--- src/ufcii_pkg.sv ---
// constants for the per-channel fifo control and interrupt identification block
// assumes one clock domain and register strobes generated by the host port logic
//
// Function
// - fifo control is write-only; writes enable, clear fifos and set trigger levels.
// - receive trigger code 00/01/10/11 selects 8, 16, 56, 60 characters.
// - transmit trigger code 00/01/10/11 selects 8, 16, 32, 56 spaces.
// - transmit trigger field changes only while enhanced-function enable is set.
// - control bit 2 empties transmit fifo, spares shifter, then self-clears.
// - control bit 1 empties receive fifo, spares shifter, clears when done.
// - control bit 0 enables both fifos; reset value is disabled.
// - a fifo clear lasts at least two crystal clock cycles.
// - identification register is 8-bit read-only showing prioritised pending source.
// - identification bits 7:6 both mirror the fifo enable bit.
// - identification bit 0 is 0 while pending, 1 when nothing pending.
// - only the highest pending source is reported, priorities one to seven.
// - line status error reports code 000110 at top priority.
// - time-out 001100, receive data 000100, transmit 000010, modem 000000.
// - input pin change reports 110000 at priority five.
// - xoff or special character reports 010000 at priority six.
// - cts or rts going inactive reports 100000 at lowest priority.
package ufcii_pkg;
	// fifo control field positions
	localparam int FC_RXT_HI = 7;
	localparam int FC_RXT_LO = 6;
	localparam int FC_TXT_HI = 5;
	localparam int FC_TXT_LO = 4;
	localparam int FC_TXCLR  = 2;
	localparam int FC_RXCLR  = 1;
	localparam int FC_FEN    = 0;

	localparam logic [1:0] TRIG_RESET = 2'h0;
	localparam logic       FEN_RESET  = 1'b0;

	// trigger levels, 7-bit counts
	localparam logic [6:0] RXT_L0 = 7'h08;
	localparam logic [6:0] RXT_L1 = 7'h10;
	localparam logic [6:0] RXT_L2 = 7'h38;
	localparam logic [6:0] RXT_L3 = 7'h3c;
	localparam logic [6:0] TXT_L0 = 7'h08;
	localparam logic [6:0] TXT_L1 = 7'h10;
	localparam logic [6:0] TXT_L2 = 7'h20;
	localparam logic [6:0] TXT_L3 = 7'h38;
	// thresholds used while fifos are disabled (single holding location)
	localparam logic [6:0] RXT_NOFIFO = 7'h01;
	localparam logic [6:0] FIFO_DEPTH = 7'h40;

	// interrupt enable bit positions
	localparam int IE_RXD   = 0;
	localparam int IE_TX    = 1;
	localparam int IE_LSR   = 2;
	localparam int IE_MODEM = 3;
	localparam int IE_XOFF  = 5;
	localparam int IE_RTS   = 6;
	localparam int IE_CTS   = 7;

	// identification codes, bits 5:0
	localparam logic [5:0] ID_LSR    = 6'h06;
	localparam logic [5:0] ID_RXTO   = 6'h0c;
	localparam logic [5:0] ID_RXD    = 6'h04;
	localparam logic [5:0] ID_TX     = 6'h02;
	localparam logic [5:0] ID_MODEM  = 6'h00;
	localparam logic [5:0] ID_PIN    = 6'h30;
	localparam logic [5:0] ID_XOFF   = 6'h10;
	localparam logic [5:0] ID_CTSRTS = 6'h20;
	localparam logic [5:0] ID_NONE   = 6'h01;
	localparam logic [7:0] IDENT_RESET = 8'h01;

	// fifo clear timing
	localparam int CLK_PERIOD_NS = 50;
	localparam int CLR_TIME_NS   = 100;
	localparam int CLR_CYCLES    = (CLR_TIME_NS + CLK_PERIOD_NS - 1) / CLK_PERIOD_NS;
endpackage

--- src/ufcii_clr_seq.sv ---
// fifo clear sequencer: holds a clear strobe for a fixed number of cycles
// assumes start is a one-cycle pulse from logic on ref_clk
`timescale 1ns/1ps
`default_nettype none
module ufcii_clr_seq
	import ufcii_pkg::*;
#(
	parameter int CYC = CLR_CYCLES
) (
	// clock and reset
	input  wire logic ref_clk,
	input  wire logic rstn,
	// control
	input  wire logic start,
	output logic      clr_r
);
	typedef enum logic {UFCII_IDLE, UFCII_CLEAR} ufcii_clr_e;
	localparam int CW = $clog2(CYC + 1);
	localparam logic [CW-1:0] CNT_ONE = CW'(1);
	localparam logic [CW-1:0] CNT_MAX = CW'(CYC);

	ufcii_clr_e    st_r;
	ufcii_clr_e    st_nxt;
	logic [CW-1:0] cnt_r;
	logic [CW-1:0] cnt_nxt;
	logic          clr_nxt;

	// a new start while clearing restarts the full length
	always_comb begin
		st_nxt  = st_r;
		cnt_nxt = cnt_r;
		case (st_r)
			UFCII_IDLE: begin
				if (start) begin
					st_nxt  = UFCII_CLEAR;
					cnt_nxt = CNT_ONE;
				end
			end
			UFCII_CLEAR: begin
				if (start) begin
					cnt_nxt = CNT_ONE;
				end else if (cnt_r >= CNT_MAX) begin
					st_nxt  = UFCII_IDLE;
					cnt_nxt = '0;
				end else begin
					cnt_nxt = cnt_r + CNT_ONE;
				end
			end
			default: begin
				st_nxt  = UFCII_IDLE;
				cnt_nxt = '0;
			end
		endcase
		clr_nxt = (st_nxt == UFCII_CLEAR);
	end

	always_ff @(posedge ref_clk) begin
		if (!rstn) begin
			st_r  <= UFCII_IDLE;
			cnt_r <= '0;
			clr_r <= 1'b0;
		end else begin
			st_r  <= st_nxt;
			cnt_r <= cnt_nxt;
			clr_r <= clr_nxt;
		end
	end
endmodule
`default_nettype wire

--- src/ufcii_top.sv ---
// per-channel fifo control register and interrupt identification register
// assumes host port logic on ref_clk gives one-cycle write/read strobes and that
// fifo levels, enables and interrupt sources come from logic on the same clock
`timescale 1ns/1ps
`default_nettype none
module ufcii_top
	import ufcii_pkg::*;
#(
	parameter int LW = 7
) (
	// clock and reset
	input  wire logic          ref_clk,
	input  wire logic          rstn,
	// fifo control register write
	input  wire logic          fc_wr,
	input  wire logic [7:0]    fc_wdata,
	input  wire logic          enh_func_en,
	// identification register read
	input  wire logic          ident_rd,
	output logic [7:0]         ident_rdata_r,
	output logic               int_pending_r,
	// interrupt enables
	input  wire logic [7:0]    int_enable,
	input  wire logic          pin_int_en,
	// interrupt sources
	input  wire logic          line_err,
	input  wire logic          rx_timeout,
	input  wire logic          modem_chg,
	input  wire logic          pin_chg,
	input  wire logic          xoff_rcvd,
	input  wire logic          cts_inact,
	input  wire logic          rts_inact,
	// fifo state
	input  wire logic [LW-1:0] rx_level,
	input  wire logic [LW-1:0] tx_space,
	// fifo controls
	output logic               fifo_en_r,
	output logic [LW-1:0]      rx_trig_r,
	output logic [LW-1:0]      tx_trig_r,
	output logic               rx_fifo_clr_r,
	output logic               tx_fifo_clr_r
);
	logic [1:0]    rx_code_r;
	logic [1:0]    rx_code_nxt;
	logic [1:0]    tx_code_r;
	logic [1:0]    tx_code_nxt;
	logic          fifo_en_nxt;
	logic [LW-1:0] rx_trig_nxt;
	logic [LW-1:0] tx_trig_nxt;
	logic          rx_clr_go;
	logic          tx_clr_go;
	logic          rx_data_req;
	logic          tx_req;
	logic [5:0]    id_code;
	logic [7:0]    ident_nxt;
	logic          pend_nxt;

	// control register write: fields are stored, clears start sequencers
	always_comb begin
		fifo_en_nxt = fifo_en_r;
		rx_code_nxt = rx_code_r;
		tx_code_nxt = tx_code_r;
		if (fc_wr) begin
			fifo_en_nxt = fc_wdata[FC_FEN];
			rx_code_nxt = fc_wdata[FC_RXT_HI:FC_RXT_LO];
			if (enh_func_en) begin
				tx_code_nxt = fc_wdata[FC_TXT_HI:FC_TXT_LO];
			end
		end
	end

	assign rx_clr_go = fc_wr && fc_wdata[FC_RXCLR];
	assign tx_clr_go = fc_wr && fc_wdata[FC_TXCLR];

	// trigger decode; with fifos off a single location is the rx threshold, the full fifo depth the tx one
	always_comb begin
		case (rx_code_nxt)
			2'h0:    rx_trig_nxt = LW'(RXT_L0);
			2'h1:    rx_trig_nxt = LW'(RXT_L1);
			2'h2:    rx_trig_nxt = LW'(RXT_L2);
			default: rx_trig_nxt = LW'(RXT_L3);
		endcase
		case (tx_code_nxt)
			2'h0:    tx_trig_nxt = LW'(TXT_L0);
			2'h1:    tx_trig_nxt = LW'(TXT_L1);
			2'h2:    tx_trig_nxt = LW'(TXT_L2);
			default: tx_trig_nxt = LW'(TXT_L3);
		endcase
		if (!fifo_en_nxt) begin
			rx_trig_nxt = LW'(RXT_NOFIFO);
			tx_trig_nxt = LW'(FIFO_DEPTH);
		end
	end

	always_ff @(posedge ref_clk) begin
		if (!rstn) begin
			fifo_en_r <= FEN_RESET;
			rx_code_r <= TRIG_RESET;
			tx_code_r <= TRIG_RESET;
			rx_trig_r <= LW'(RXT_NOFIFO);
			tx_trig_r <= LW'(FIFO_DEPTH);
		end else begin
			fifo_en_r <= fifo_en_nxt;
			rx_code_r <= rx_code_nxt;
			tx_code_r <= tx_code_nxt;
			rx_trig_r <= rx_trig_nxt;
			tx_trig_r <= tx_trig_nxt;
		end
	end

	// clear strobes reach the fifo storage and mask the threshold requests, never the shifters
	ufcii_clr_seq #(
		.CYC(CLR_CYCLES)
	) u_rx_clr (
		.ref_clk(ref_clk),
		.rstn   (rstn),
		.start  (rx_clr_go),
		.clr_r  (rx_fifo_clr_r)
	);

	ufcii_clr_seq #(
		.CYC(CLR_CYCLES)
	) u_tx_clr (
		.ref_clk(ref_clk),
		.rstn   (rstn),
		.start  (tx_clr_go),
		.clr_r  (tx_fifo_clr_r)
	);

	// threshold requests; a fifo being cleared raises none
	assign rx_data_req = !rx_fifo_clr_r && (rx_level >= rx_trig_r);
	assign tx_req      = !tx_fifo_clr_r && (tx_space >= tx_trig_r);

	// priority encoder over enabled sources
	always_comb begin
		id_code = ID_NONE;
		if (line_err && int_enable[IE_LSR]) begin
			id_code = ID_LSR;
		end else if (rx_timeout && int_enable[IE_RXD]) begin
			id_code = ID_RXTO;
		end else if (rx_data_req && int_enable[IE_RXD]) begin
			id_code = ID_RXD;
		end else if (tx_req && int_enable[IE_TX]) begin
			id_code = ID_TX;
		end else if (modem_chg && int_enable[IE_MODEM]) begin
			id_code = ID_MODEM;
		end else if (pin_chg && pin_int_en) begin
			id_code = ID_PIN;
		end else if (xoff_rcvd && int_enable[IE_XOFF]) begin
			id_code = ID_XOFF;
		end else if ((cts_inact && int_enable[IE_CTS]) || (rts_inact && int_enable[IE_RTS])) begin
			id_code = ID_CTSRTS;
		end
		pend_nxt  = (id_code != ID_NONE);
		ident_nxt = {fifo_en_nxt, fifo_en_nxt, id_code};
	end

	// read-only: held in a register so a read always sees a settled value
	always_ff @(posedge ref_clk) begin
		if (!rstn) begin
			ident_rdata_r <= IDENT_RESET;
			int_pending_r <= 1'b0;
		end else begin
			ident_rdata_r <= ident_nxt;
			int_pending_r <= pend_nxt;
		end
	end
endmodule
`default_nettype wire
--- config.mk ---
export PLATFORM = sky130hd
export DESIGN_NAME = ufcii_top
export DESIGN_NICKNAME = d
export VERILOG_FILES = /design/src/ufcii_pkg.sv /design/src/ufcii_clr_seq.sv /design/src/ufcii_top.sv
export SDC_FILE = /design/constraint.sdc
export NUM_CORES = 1
export LEC_CHECK = 0
export ABC_AREA = 1
export BUFFER_PORTS_ARGS = -buffer_cell sky130_fd_sc_hd__buf_4
export CAP_MARGIN = 10
export CORE_ASPECT_RATIO = 0.75
export CORE_MARGIN = 5
export CORE_UTILIZATION = 30
export DETAILED_ROUTE_END_ITERATION = 10
export PLACE_DENSITY = 0.55
export SYNTH_ARGS = -nofsm -noshare
export SYNTH_HDL_FRONTEND = slang
export SYNTH_SLANG_ARGS = --single-unit
--- constraint.sdc ---
create_clock -name ref_clk -period 3.5 [get_ports ref_clk]
set_input_delay 1.05 -clock ref_clk [delete_from_list [all_inputs] [get_ports ref_clk]]
set_output_delay 1.05 -clock ref_clk [all_outputs]
set_load 0.05 [all_outputs]
==> results of run 1 <==
[per-layer routing]
metal / vias up / wire length (um) / part of all wire / track usage
met5: - / 0 / 0 / 0
met4: 0 / 11 / 0.0037 / 0.01751
met3: 2 / 281 / 0.094 / 0.04390
li1: 661 / - / - / -
met1: 489 / 1458 / 0.49 / 0.1324
met2: 34 / 1248 / 0.42 / 0.1422
[final timing paths]
check                                          to  slack (ns)               from  depth (start not counted)
worst max-delay path                int_pending_r        1.42        tx_space[6]                          8
worst min-delay path            u_rx_clr.cnt_r[0]        0.46  u_rx_clr.cnt_r[0]                          2
worst max register to register      int_pending_r        1.88       rx_trig_r[0]                          8
worst min register to register  u_rx_clr.cnt_r[0]        0.46  u_rx_clr.cnt_r[0]                          2
[critical path: cells and delay by family]
family	cells	cell delay, ns
buf+inv	1	0.11
compound gates	2	0.38
fa+ha+maj	1	0.32
simple gates	4	0.38
[through the flow]
stage               utilization  instance area [um^2]
floorplan                     -                  1334
global placement         0.4289                  1782
detailed placement       0.4289                  1782
CTS                      0.4389                  1823
global route             0.4389                  1823
finish                   0.4389                  1823
[flip-flops by register name, indices dropped and copies added, names as in the netlist]
signal,cells
ident_rdata_r,6
rx_trig_r,5
tx_trig_r,3
rx_code_r,2
tx_code_r,2
u_rx_clr.cnt_r,2
u_tx_clr.cnt_r,2
fifo_en_r,1
int_pending_r,1
u_rx_clr.clr_r,1
u_tx_clr.clr_r,1
[cells by family (layout without fill, tap and decap cells)]
| group | count (synthesis) | count (layout) | share of synthesized area |
|---|---|---|---|
| other | 1 | 5 | 0.002844 |
| AO/OA/AOI/OAI | 16 | 16 | 0.06831 |
| flip-flops | 26 | 26 | 0.3947 |
| buffers and inverters | 43 | 96 | 0.1480 |
| multiplexers | 2 | 2 | 0.01518 |
| AND/OR/NAND/NOR | 83 | 83 | 0.2666 |
| adder cells (fa/ha/maj) | 11 | 11 | 0.1044 |
[layout by cell type, fill, tap and decap left out]
cell	n
o21ai_0	2
ha_1	11
nor2_4	1
nor3_1	2
inv_2	4
nand2_1	42
nor3_4	1
a211oi_1	1
nor2_1	27
or2_1	1
nand3_1	6
a21oi_1	7
mux2i_1	2
clkbuf_8	3
nor2_2	1
buf_4	60
o21bai_1	1
a221oi_1	1
conb_1	5
inv_1	29
dfxtp_1	26
o21ai_1	3
a31oi_1	1
nand4_1	2
[report_power, final]
part           internal, mW  switching (mW)  total, mW
Combinational        0.0779           0.131      0.209
Clock                0.0769          0.0841      0.161
Sequential            0.314         0.00949      0.324
Total                 0.469           0.224      0.694
[final cells by class]
type,count,area share
inverter,33,0.06795
multi-input combinational,117,0.3391
clock buffer,3,0.02265
tap,55,0.03775
timing repair buffer,60,0.2471
sequential,26,0.2855
==> summary.md, run 1 <==
| Metric | Value |
|---|---|
| Status | `complete, no violations` |
| Placer's final routability congestion estimate | `between 0.7 and 0.8` |
| Pre-Repair DR Iteration Count | `4` |
| Slowest CP cell | `ha_1` |
| Placed cells | `291` |
| Initial antenna violation count | `0` |
| Area of the multi-input gates | `between 600 and 700 um^2` |
| Fin worst setup slack | `between 1 and 1.5 ns` |
| Setup Slack @ Placement | `1.134 ns` |
| Die X-Extent | `~87 um` |
| Critical Path End Type | `register` |
| Yosys warns | `0` |
| Critical Path, Cell by Cell | `buf_4 -> ha_1 -> a21oi_1 -> nand2_1 -> o21bai_1 -> nand2_1 -> nor2_1 -> nor2_1` |
| Syn Area/Cell | `roughly 7.2 um^2` |
| Final setup vio count | `0` |
| Worst Path Arrival | `between 2 and 2.5 ns` |
| Clk pin slew, worst setup/hold paths | `~0.080 ns` |
| Remaining Overflow, GRT | `0` |
| Minimum clock period | `2.078 ns` |
| Count of pins over their slew limit | `0` |
| Tcrit/Tclk final | `0.5937` |
| Layout cell share with drive strength beyond 1 | `0.2929` |
| Synth Instances | `182` |
| Seq/Total Area, Yosys | `0.3947` |
| Vias | `~1,200` |
| FILL cells | `~440` |
| N_diodes | `0` |
| Port-buffer cells | `60` |
| Overall die height | `67.42 um` |
| CTS tree | `done` |
| Power Total | `about 0.69 mW` |
| TritonCTS Sinks | `26` |
| Inserted Clock Buffers | `3` |
| Antenna-violating nets left | `0` |
| Boundary Pins | `69` |
| Main synth FF type | `dfxtp_1` |
| Largest net degree at the start of global routing | `14` |
| Worst Path Required | `3.65 ns` |
| Worst-skew pair later-pin latency | `around 0.26 ns` |
| Pleak | `approximately 0.97 nW` |
| CP max FO | `3` |
| Crit Path Category | `in -> reg` |
| Iteration-0 DRC count of the detailed router | `50` |
| Number of synthesized flops with an enable pin | `0` |
| Vias in the first global route | `~1,000` |
| Final hold vios | `0` |
| Area of the core | `4154 um^2` |
| Initial Utilization | `0.3175` |
| Top cell type's share of synthesized area | `0.3947` |
| Peak supply drop | `between 0.15 and 0.2 mV` |
| Synth area leaders | `dfxtp_1, nand2_1, ha_1` |
| Global-route wire length before repair | `between 4 and 5 mm` |
| Site row count | `20` |
| CTS Root Cell | `clkbuf_8` |
| Post-CTS setup buffer count | `0` |
| RSZ-0062 raised after global routing | `false` |
| Vias/cell | `~4.0` |
| Post-DP HPWL | `roughly 2.6 mm` |
| Final non-filler cell total | `approximately 290` |
| DRC errors left | `0` |
| Die Area | `approximately 5800 um^2` |
| Power density cells | `approximately 380 nW/um^2` |
| Nets | `around 300` |
| Post-Syn Area | `about 1300 um^2` |
| Routed wire length | `3.000 mm` |
| MaxCap Viol Count | `0` |
| Startpoint Class | `input port` |
| Hold_buf cts | `0` |
| Final Skew | `roughly 0.0025 ns` |
| Area grow syn2layout | `38.24%` |
| Setup TNS | `0 ns` |
| GRT Total Usage | `0.09718` |
| CTS HTree Levels | `1` |
| Clock tree buffer depth | `2` |
| Detail-routed net length per standard cell | `10.20 um` |
| Post_cts resized | `0` |
| WHS | `around 0.46 ns` |
| Count of cell types in the netlist | `24` |
| Ys async rst share | `0` |
| Min-Delay Path Class | `reg -> reg` |
| Storage element area | `between 500 and 600 um^2` |
| Top-count cell post-synth | `nand2_1` |
| Crit path largest cell delay | `about 0.32 ns` |
| Leading cell types by count after synthesis | `nand2_1, inv_1, nor2_1, dfxtp_1, ha_1` |
| F_max | `approximately 480 MHz` |
| Flops & latches, synth | `26` |
| Post-synth top area cell | `dfxtp_1` |
No activity file was read; power rests on OpenSTA's default activity.
==> run 2, diff against run 1 <==
Clock period 3.5 ns to 2 ns, I/O delays scaled along.
==> run 2 against run 1 <==
  * Sequential power rose by 75%
  * Register-to-register slack lost 1.5 ns
  * Flip-flop and latch count did not move
  * Sequential share of layout area fell by 0.46 points
  * Core utilization is 0.72 points higher
  * Clock power grew to 2.7 times the previous value
  * Critical path depth is the same
  * Combinational power up 76%
  * First-iteration DRC count down 32%
  * Non-clock buffer count unchanged
  * Cell area grew 1.6%
  * Wire length is 3.5% higher
==> summary.md, run 2 (synthesis results as in run 1) <==
| Metric | Value |
|---|---|
| Status | `complete, no violations` |
| CP max FO | `3 (unchanged)` |
| Die Area | `5836 um^2 (unchanged)` |
| Worst Path Required | `2.16 ns (-1.49 ns)` |
| Crit Path Category | `in -> reg` |
| Antenna-violating nets left | `0 (unchanged)` |
| CTS HTree Levels | `1 (unchanged)` |
| Routed wire length | `3.104 mm (+3.5%)` |
| Power density cells | `737.3 nW/um^2 (+94%)` |
| Area grow syn2layout | `40.51%` |
| Fin worst setup slack | `0.3872 ns (-1.035 ns)` |
| Power Total | `1.366 mW (+97%)` |
| Reg2reg path depth | `8 (unchanged)` |
| Setup Slack @ Placement | `0.1027 ns (-1.031 ns)` |
| FILL cells | `458 (+3.2%)` |
| RR Startpoint | `rx_trig_r[0]` |
| Area of the multi-input gates | `618.1 um^2 (unchanged)` |
| Final Skew | `0.006032 ns (+0.003501 ns)` |
| Placed cells | `291 (unchanged)` |
| Nets | `295 (unchanged)` |
| Die X-Extent | `86.56 um (unchanged)` |
| TritonCTS Sinks | `26 (unchanged)` |
| Largest net degree at the start of global routing | `16 (+2)` |
| Area of the core | `4154 um^2 (unchanged)` |
| Overall die height | `67.42 um (unchanged)` |
| Final setup vio count | `0 (unchanged)` |
| DRC errors left | `0 (unchanged)` |
| Startpoint Class | `input port` |
| Inserted Clock Buffers | `3 (unchanged)` |
| Crit path capture | `int_pending_r` |
| RSZ-0062 raised after global routing | `false` |
| R2r setup slk | `0.39 ns (-1.49 ns)` |
| Global-route wire length before repair | `4.857 mm (+9.5%)` |
| Crit path largest cell delay | `0.31 ns (about the same)` |
| Worst-skew pair later-pin latency | `0.27 ns (about the same)` |
| Top Registers | `ident_rdata_r x6, rx_trig_r x5, tx_trig_r x3` |
| Largest Register | `ident_rdata_r` |
| Clk pin slew, worst setup/hold paths | `0.09 ns (about the same)` |
| Commonest cells after routing, fill and taps aside | `buf_4, nand2_1, inv_1, nor2_1, dfxtp_1` |
| Port-buffer cells | `60 (unchanged)` |
| Critical Path End Type | `register` |
| Post-DP HPWL | `2.653 mm (+1.8%)` |
| Boundary Pins | `69 (unchanged)` |
| Setup TNS | `0 ns (unchanged)` |
| N_diodes | `0 (unchanged)` |
| Placer's final routability congestion estimate | `0.7016 (-1.3%)` |
| Detail-routed net length per standard cell | `10.52 um (+3.1%)` |
| CTS tree | `done` |
| Site row count | `20 (unchanged)` |
| Worst Path Arrival | `1.77 ns (-0.46 ns)` |
| Pre-Repair DR Iteration Count | `4 (unchanged)` |
| Initial antenna violation count | `0 (unchanged)` |
| Post-CTS setup buffer count | `0 (unchanged)` |
| Count of pins over their slew limit | `0 (unchanged)` |
| Pleak | `0.9868 nW (+1.5%)` |
| Max FFs per register | `6 (unchanged)` |
| Final non-filler cell total | `295 (+0.34%)` |
| Clock tree buffer depth | `2 (unchanged)` |
| CTS Root Cell | `clkbuf_8` |
| GRT Total Usage | `0.1045 (+0.007310)` |
| Iteration-0 DRC count of the detailed router | `34 (-32%)` |
| Final hold vios | `0 (unchanged)` |
| Layout cell share with drive strength beyond 1 | `0.2958 (+0.002946)` |
| Critical Path, Cell by Cell | `buf_4 -> ha_1 -> a21oi_1 -> nand2_1 -> o21bai_1 -> nand2_1 -> nor2_1 -> nor2_1` |
| Storage element area | `520.5 um^2 (unchanged)` |
| Commonest non-fill, non-tap cell in the layout | `buf_4` |
| Remaining Overflow, GRT | `0 (unchanged)` |
| Post_cts resized | `0 (unchanged)` |
| F_max | `620.0 MHz` |
| Minimum clock period | `1.613 ns` |
| Slowest CP cell | `ha_1` |
| Post-DP Area | `1782 um^2 (unchanged)` |
| Vias | `1,187 (+0.084%)` |
| MaxCap Viol Count | `0 (unchanged)` |
| Peak supply drop | `0.4327 mV (+140%)` |
| Worst r2r dst | `int_pending_r` |
| Min-Delay Path Class | `reg -> reg` |
| Hold_buf cts | `0 (unchanged)` |
| Initial Utilization | `0.3175 (unchanged)` |
| CP Launch Point | `tx_space[6]` |
| Vias in the first global route | `1,139 (+12%)` |
| Vias/cell | `4.024 (-0.25%)` |
| Tcrit/Tclk final | `0.8064` |
| Design Area, Final | `1853 um^2 (+1.6%)` |
==> run 2: cell types whose count changed in the layout (fill, tap and decap cells not counted), sizes merged <==
cell,change
bufinv,+1
==> run 2: layout make-up <==
cell class                      count  share of cell area
Tap cell                           55             0.03714
Timing Repair Buffer               60              0.2431
Sequential cell                    26              0.2809
Inverter                           33             0.06685
Clock buffer                        3             0.02228
Multi-Input combinational cell    117              0.3336
Clock inverter                      1             0.01621
==> run 2: worst max-delay path: cells and delay by family <==
family / cells / cell delay, ns
adder cells (fa/ha/maj): 1 / 0.31
buffers and inverters: 1 / 0.11
AND/OR/NAND/NOR: 4 / 0.36
AO/OA/AOI/OAI: 2 / 0.39
==> run 2: routing by layer <==
metal / global-route usage / part of all wire / vias to the layer above
met3: 0.04146 / 0.089 / 5
met1: 0.1421 / 0.50 / 486
met2: 0.1555 / 0.41 / 35
li1: - / - / 661
met4: 0.02335 / 0.0081 / 0
met5: 0 / 0 / -
==> run 2: worst min path at each step <==
stage / start / end / cells after the start
floorplan: u_rx_clr.cnt_r[0] / u_rx_clr.cnt_r[0] / 2
global placement: u_rx_clr.cnt_r[0] / u_rx_clr.cnt_r[0] / 2
detailed placement: u_rx_clr.cnt_r[0] / u_rx_clr.cnt_r[0] / 2
CTS: u_rx_clr.cnt_r[0] / u_rx_clr.cnt_r[0] / 2
global route: u_rx_clr.cnt_r[0] / u_rx_clr.cnt_r[0] / 2
finish: u_rx_clr.cnt_r[0] / u_rx_clr.cnt_r[0] / 2
==> run 2: per-stage QoR <==
step                hold WS [ns]  utilization
floorplan                 0.4300            -
global placement          0.4433       0.4289
detailed placement        0.4483       0.4289
CTS                       0.4635       0.4461
global route              0.4974       0.4461
finish                    0.4629       0.4461
==> run 2: power by group <==
group	internal, mW	total (mW)	switching (mW)
Combinational	0.137	0.367	0.231
Clock	0.268	0.432	0.164
Sequential	0.550	0.567	0.0165
==> run 3, diff against run 2 <==
Settings changed: PLACE_DENSITY 0.55 to 0.57.
Clock period 2 ns to 1.36 ns, I/O delays scaled along.
==> run 3 against run 2 <==
  * The flow now finishes with violations (negative setup slack)
  * Wire length increased by 4.2%
  * Worst hold slack got worse by 0.10 ns
  * Combinational power is 71% higher
  * Die area is the same
  * Flip-flop and latch count unchanged
  * Via count up 5.5%
  * Sequential share of layout area down 1.5 points
==> summary.md, run 3 (synthesis results as in run 1) <==
| Metric | Value |
|---|---|
| Die Area | `5836 um^2 (unchanged)` |
| Port-buffer cells | `60 (unchanged)` |
| Worst Path Required | `1.56 ns (-0.60 ns)` |
| F_max | `700.0 MHz` |
| Remaining Overflow, GRT | `0 (unchanged)` |
| Vias in the first global route | `1,207 (+6.0%)` |
| Global-route wire length before repair | `5.154 mm (+6.1%)` |
| Crit Path Category | `reg -> reg` |
| Commonest non-fill, non-tap cell in the layout | `buf_4` |
| Nets | `302 (+2.4%)` |
| Setup TNS | `-0.1427 ns (-0.1427 ns)` |
| MaxCap Viol Count | `0 (unchanged)` |
| Max FFs per register | `6 (unchanged)` |
| Min-Delay Path Class | `in -> reg` |
| Layout cell share with drive strength beyond 1 | `0.4453 (+0.1495)` |
| Vias | `1,252 (+5.5%)` |
| Power density cells | `940.8 nW/um^2 (+28%)` |
| Site row count | `20 (unchanged)` |
| Antenna-violating nets left | `0 (unchanged)` |
| Post-DP Area | `1924 um^2 (+8.0%)` |
| Count of pins over their slew limit | `0 (unchanged)` |
| Boundary Pins | `69 (unchanged)` |
| Detail-routed net length per standard cell | `10.71 um (+1.8%)` |
| Startpoint Class | `register` |
| Initial antenna violation count | `0 (unchanged)` |
| Placed cells | `297 (+2.1%)` |
| Placer's final routability congestion estimate | `0.7165 (+2.1%)` |
| Final hold vios | `0 (unchanged)` |
| Largest net degree at the start of global routing | `15 (-1)` |
| Routed wire length | `3.235 mm (+4.2%)` |
| Post-DP HPWL | `2.773 mm (+4.5%)` |
| Area grow syn2layout | `56.17%` |
| TritonCTS Sinks | `26 (unchanged)` |
| Clk pin slew, worst setup/hold paths | `0.09 ns (about the same)` |
| Largest Register | `ident_rdata_r` |
| CTS HTree Levels | `1 (unchanged)` |
| Tcrit/Tclk final | `1.050` |
| Critical Path End Type | `register` |
| Worst Path Arrival | `1.63 ns (-0.14 ns)` |
| DRC errors left | `0 (unchanged)` |
| Status | `finished, violations left` |
| Peak supply drop | `0.7325 mV (+69%)` |
| Worst-skew pair later-pin latency | `0.27 ns (about the same)` |
| Initial Utilization | `0.3175 (unchanged)` |
| Iteration-0 DRC count of the detailed router | `68 (+100%)` |
| CP max FO | `3 (unchanged)` |
| Minimum clock period | `about 1.4 ns` |
| Fin worst setup slack | `-0.06849 ns (-0.4557 ns)` |
| CTS Root Cell | `clkbuf_8` |
| Vias/cell | `4.146 (+3.0%)` |
| Failing checks | `negative setup slack` |
| Die X-Extent | `86.56 um (unchanged)` |
| N_diodes | `0 (unchanged)` |
| Design Area, Final | `2059 um^2 (+11%)` |
| Top Registers | `ident_rdata_r x6, rx_trig_r x5, tx_trig_r x3` |
| RSZ-0062 raised after global routing | `true` |
| Final core utilization | `0.4958 (+0.04970)` |
| Pre-Repair DR Iteration Count | `4 (unchanged)` |
| Commonest cells after routing, fill and taps aside | `buf_4, nand2_1, inv_1, nor2_1, dfxtp_1` |
| Pleak | `1.035 nW (+4.9%)` |
| CTS tree | `done` |
| Final non-filler cell total | `302 (+2.4%)` |
| Area of the core | `4154 um^2 (unchanged)` |
| Final Skew | `0.005254 ns (-0.0007780 ns)` |
| Overall die height | `67.42 um (unchanged)` |
| Final setup vio count | `4 (+4)` |
| Inserted Clock Buffers | `3 (unchanged)` |
| GRT Total Usage | `0.1099 (+0.005416)` |
| Clock tree buffer depth | `2 (unchanged)` |
==> run 3: cell types whose count changed in the layout (fill, tap and decap cells not counted), moves of 6 or more <==
cell and delta:
dfxtp_1 -8, dfxtp_4 +7, ha_4 +6, ha_1 -6
==> run 3: path summary, 6_finish.rpt <==
check,start,slack (ns),cells after the start,endpoint
max,tx_trig_r[4],-0.07,10,ident_rdata_r[5]
min reg2reg,u_rx_clr.cnt_r[0],0.47,2,u_rx_clr.cnt_r[0]
min,rstn,0.36,2,ident_rdata_r[0]
max reg2reg,tx_trig_r[4],-0.07,10,ident_rdata_r[5]
==> run 3: layer usage <==
layer  GRT usage  vias up  routed length (um)
li1            -      676                   -
met1      0.1486      539                1530
met2      0.1727       35                1429
met3     0.04146        2                 269
met4     0.01167        0                   6
met5           0        -                   0
==> run 3: per-stage QoR <==
stage	total power, mW	hold slack (ns)	setup slack [ns]
2_1_floorplan	1.235	0.4300	-0.06466
3_3_place_gp	1.429	0.4453	-0.2831
3_5_place_dp	1.436	0.4531	-0.3086
4_1_cts	1.936	0.3558	-0.01930
5_1_grt	2.061	0.3609	-0.1591
6_report	1.938	0.3623	-0.06849
==> run 3: final cells by class <==
class | count | area, um^2
timing repair buffer | 67 | 510.5
fill | 442 | 2095
sequential | 26 | 548.0
inverter | 33 | 123.9
multi-input combinational | 117 | 753.2
clock buffer | 4 | 55.05
tap | 55 | 68.82
==> run 3: timing repair <==
item,CTS,global route
setup buffers,0,1
hold buffers,0,0
resized for setup,6,11
pin swaps,3,7
endpoints found under the setup margin,5,8
==> run 3: power by group <==
group | internal [mW] | leakage (nW) | switching (mW) | total [mW]
clock network | 0.258 | 0.0288 | 0.225 | 0.483
logic | 0.252 | 0.787 | 0.374 | 0.626
registers | 0.804 | 0.219 | 0.0249 | 0.829
==> run 3: critical path, cell delays in order, from the launching register on <==
cell and delay [ns]:
dfxtp_4 0.35, inv_2 0.04, ha_4 0.23, nand2_1 0.06
nand2_1 0.05, nand2_1 0.07, nand2_2 0.07, o21bai_2 0.21
buf_4 0.14, nand3_1 0.05, nor2_1 0.10
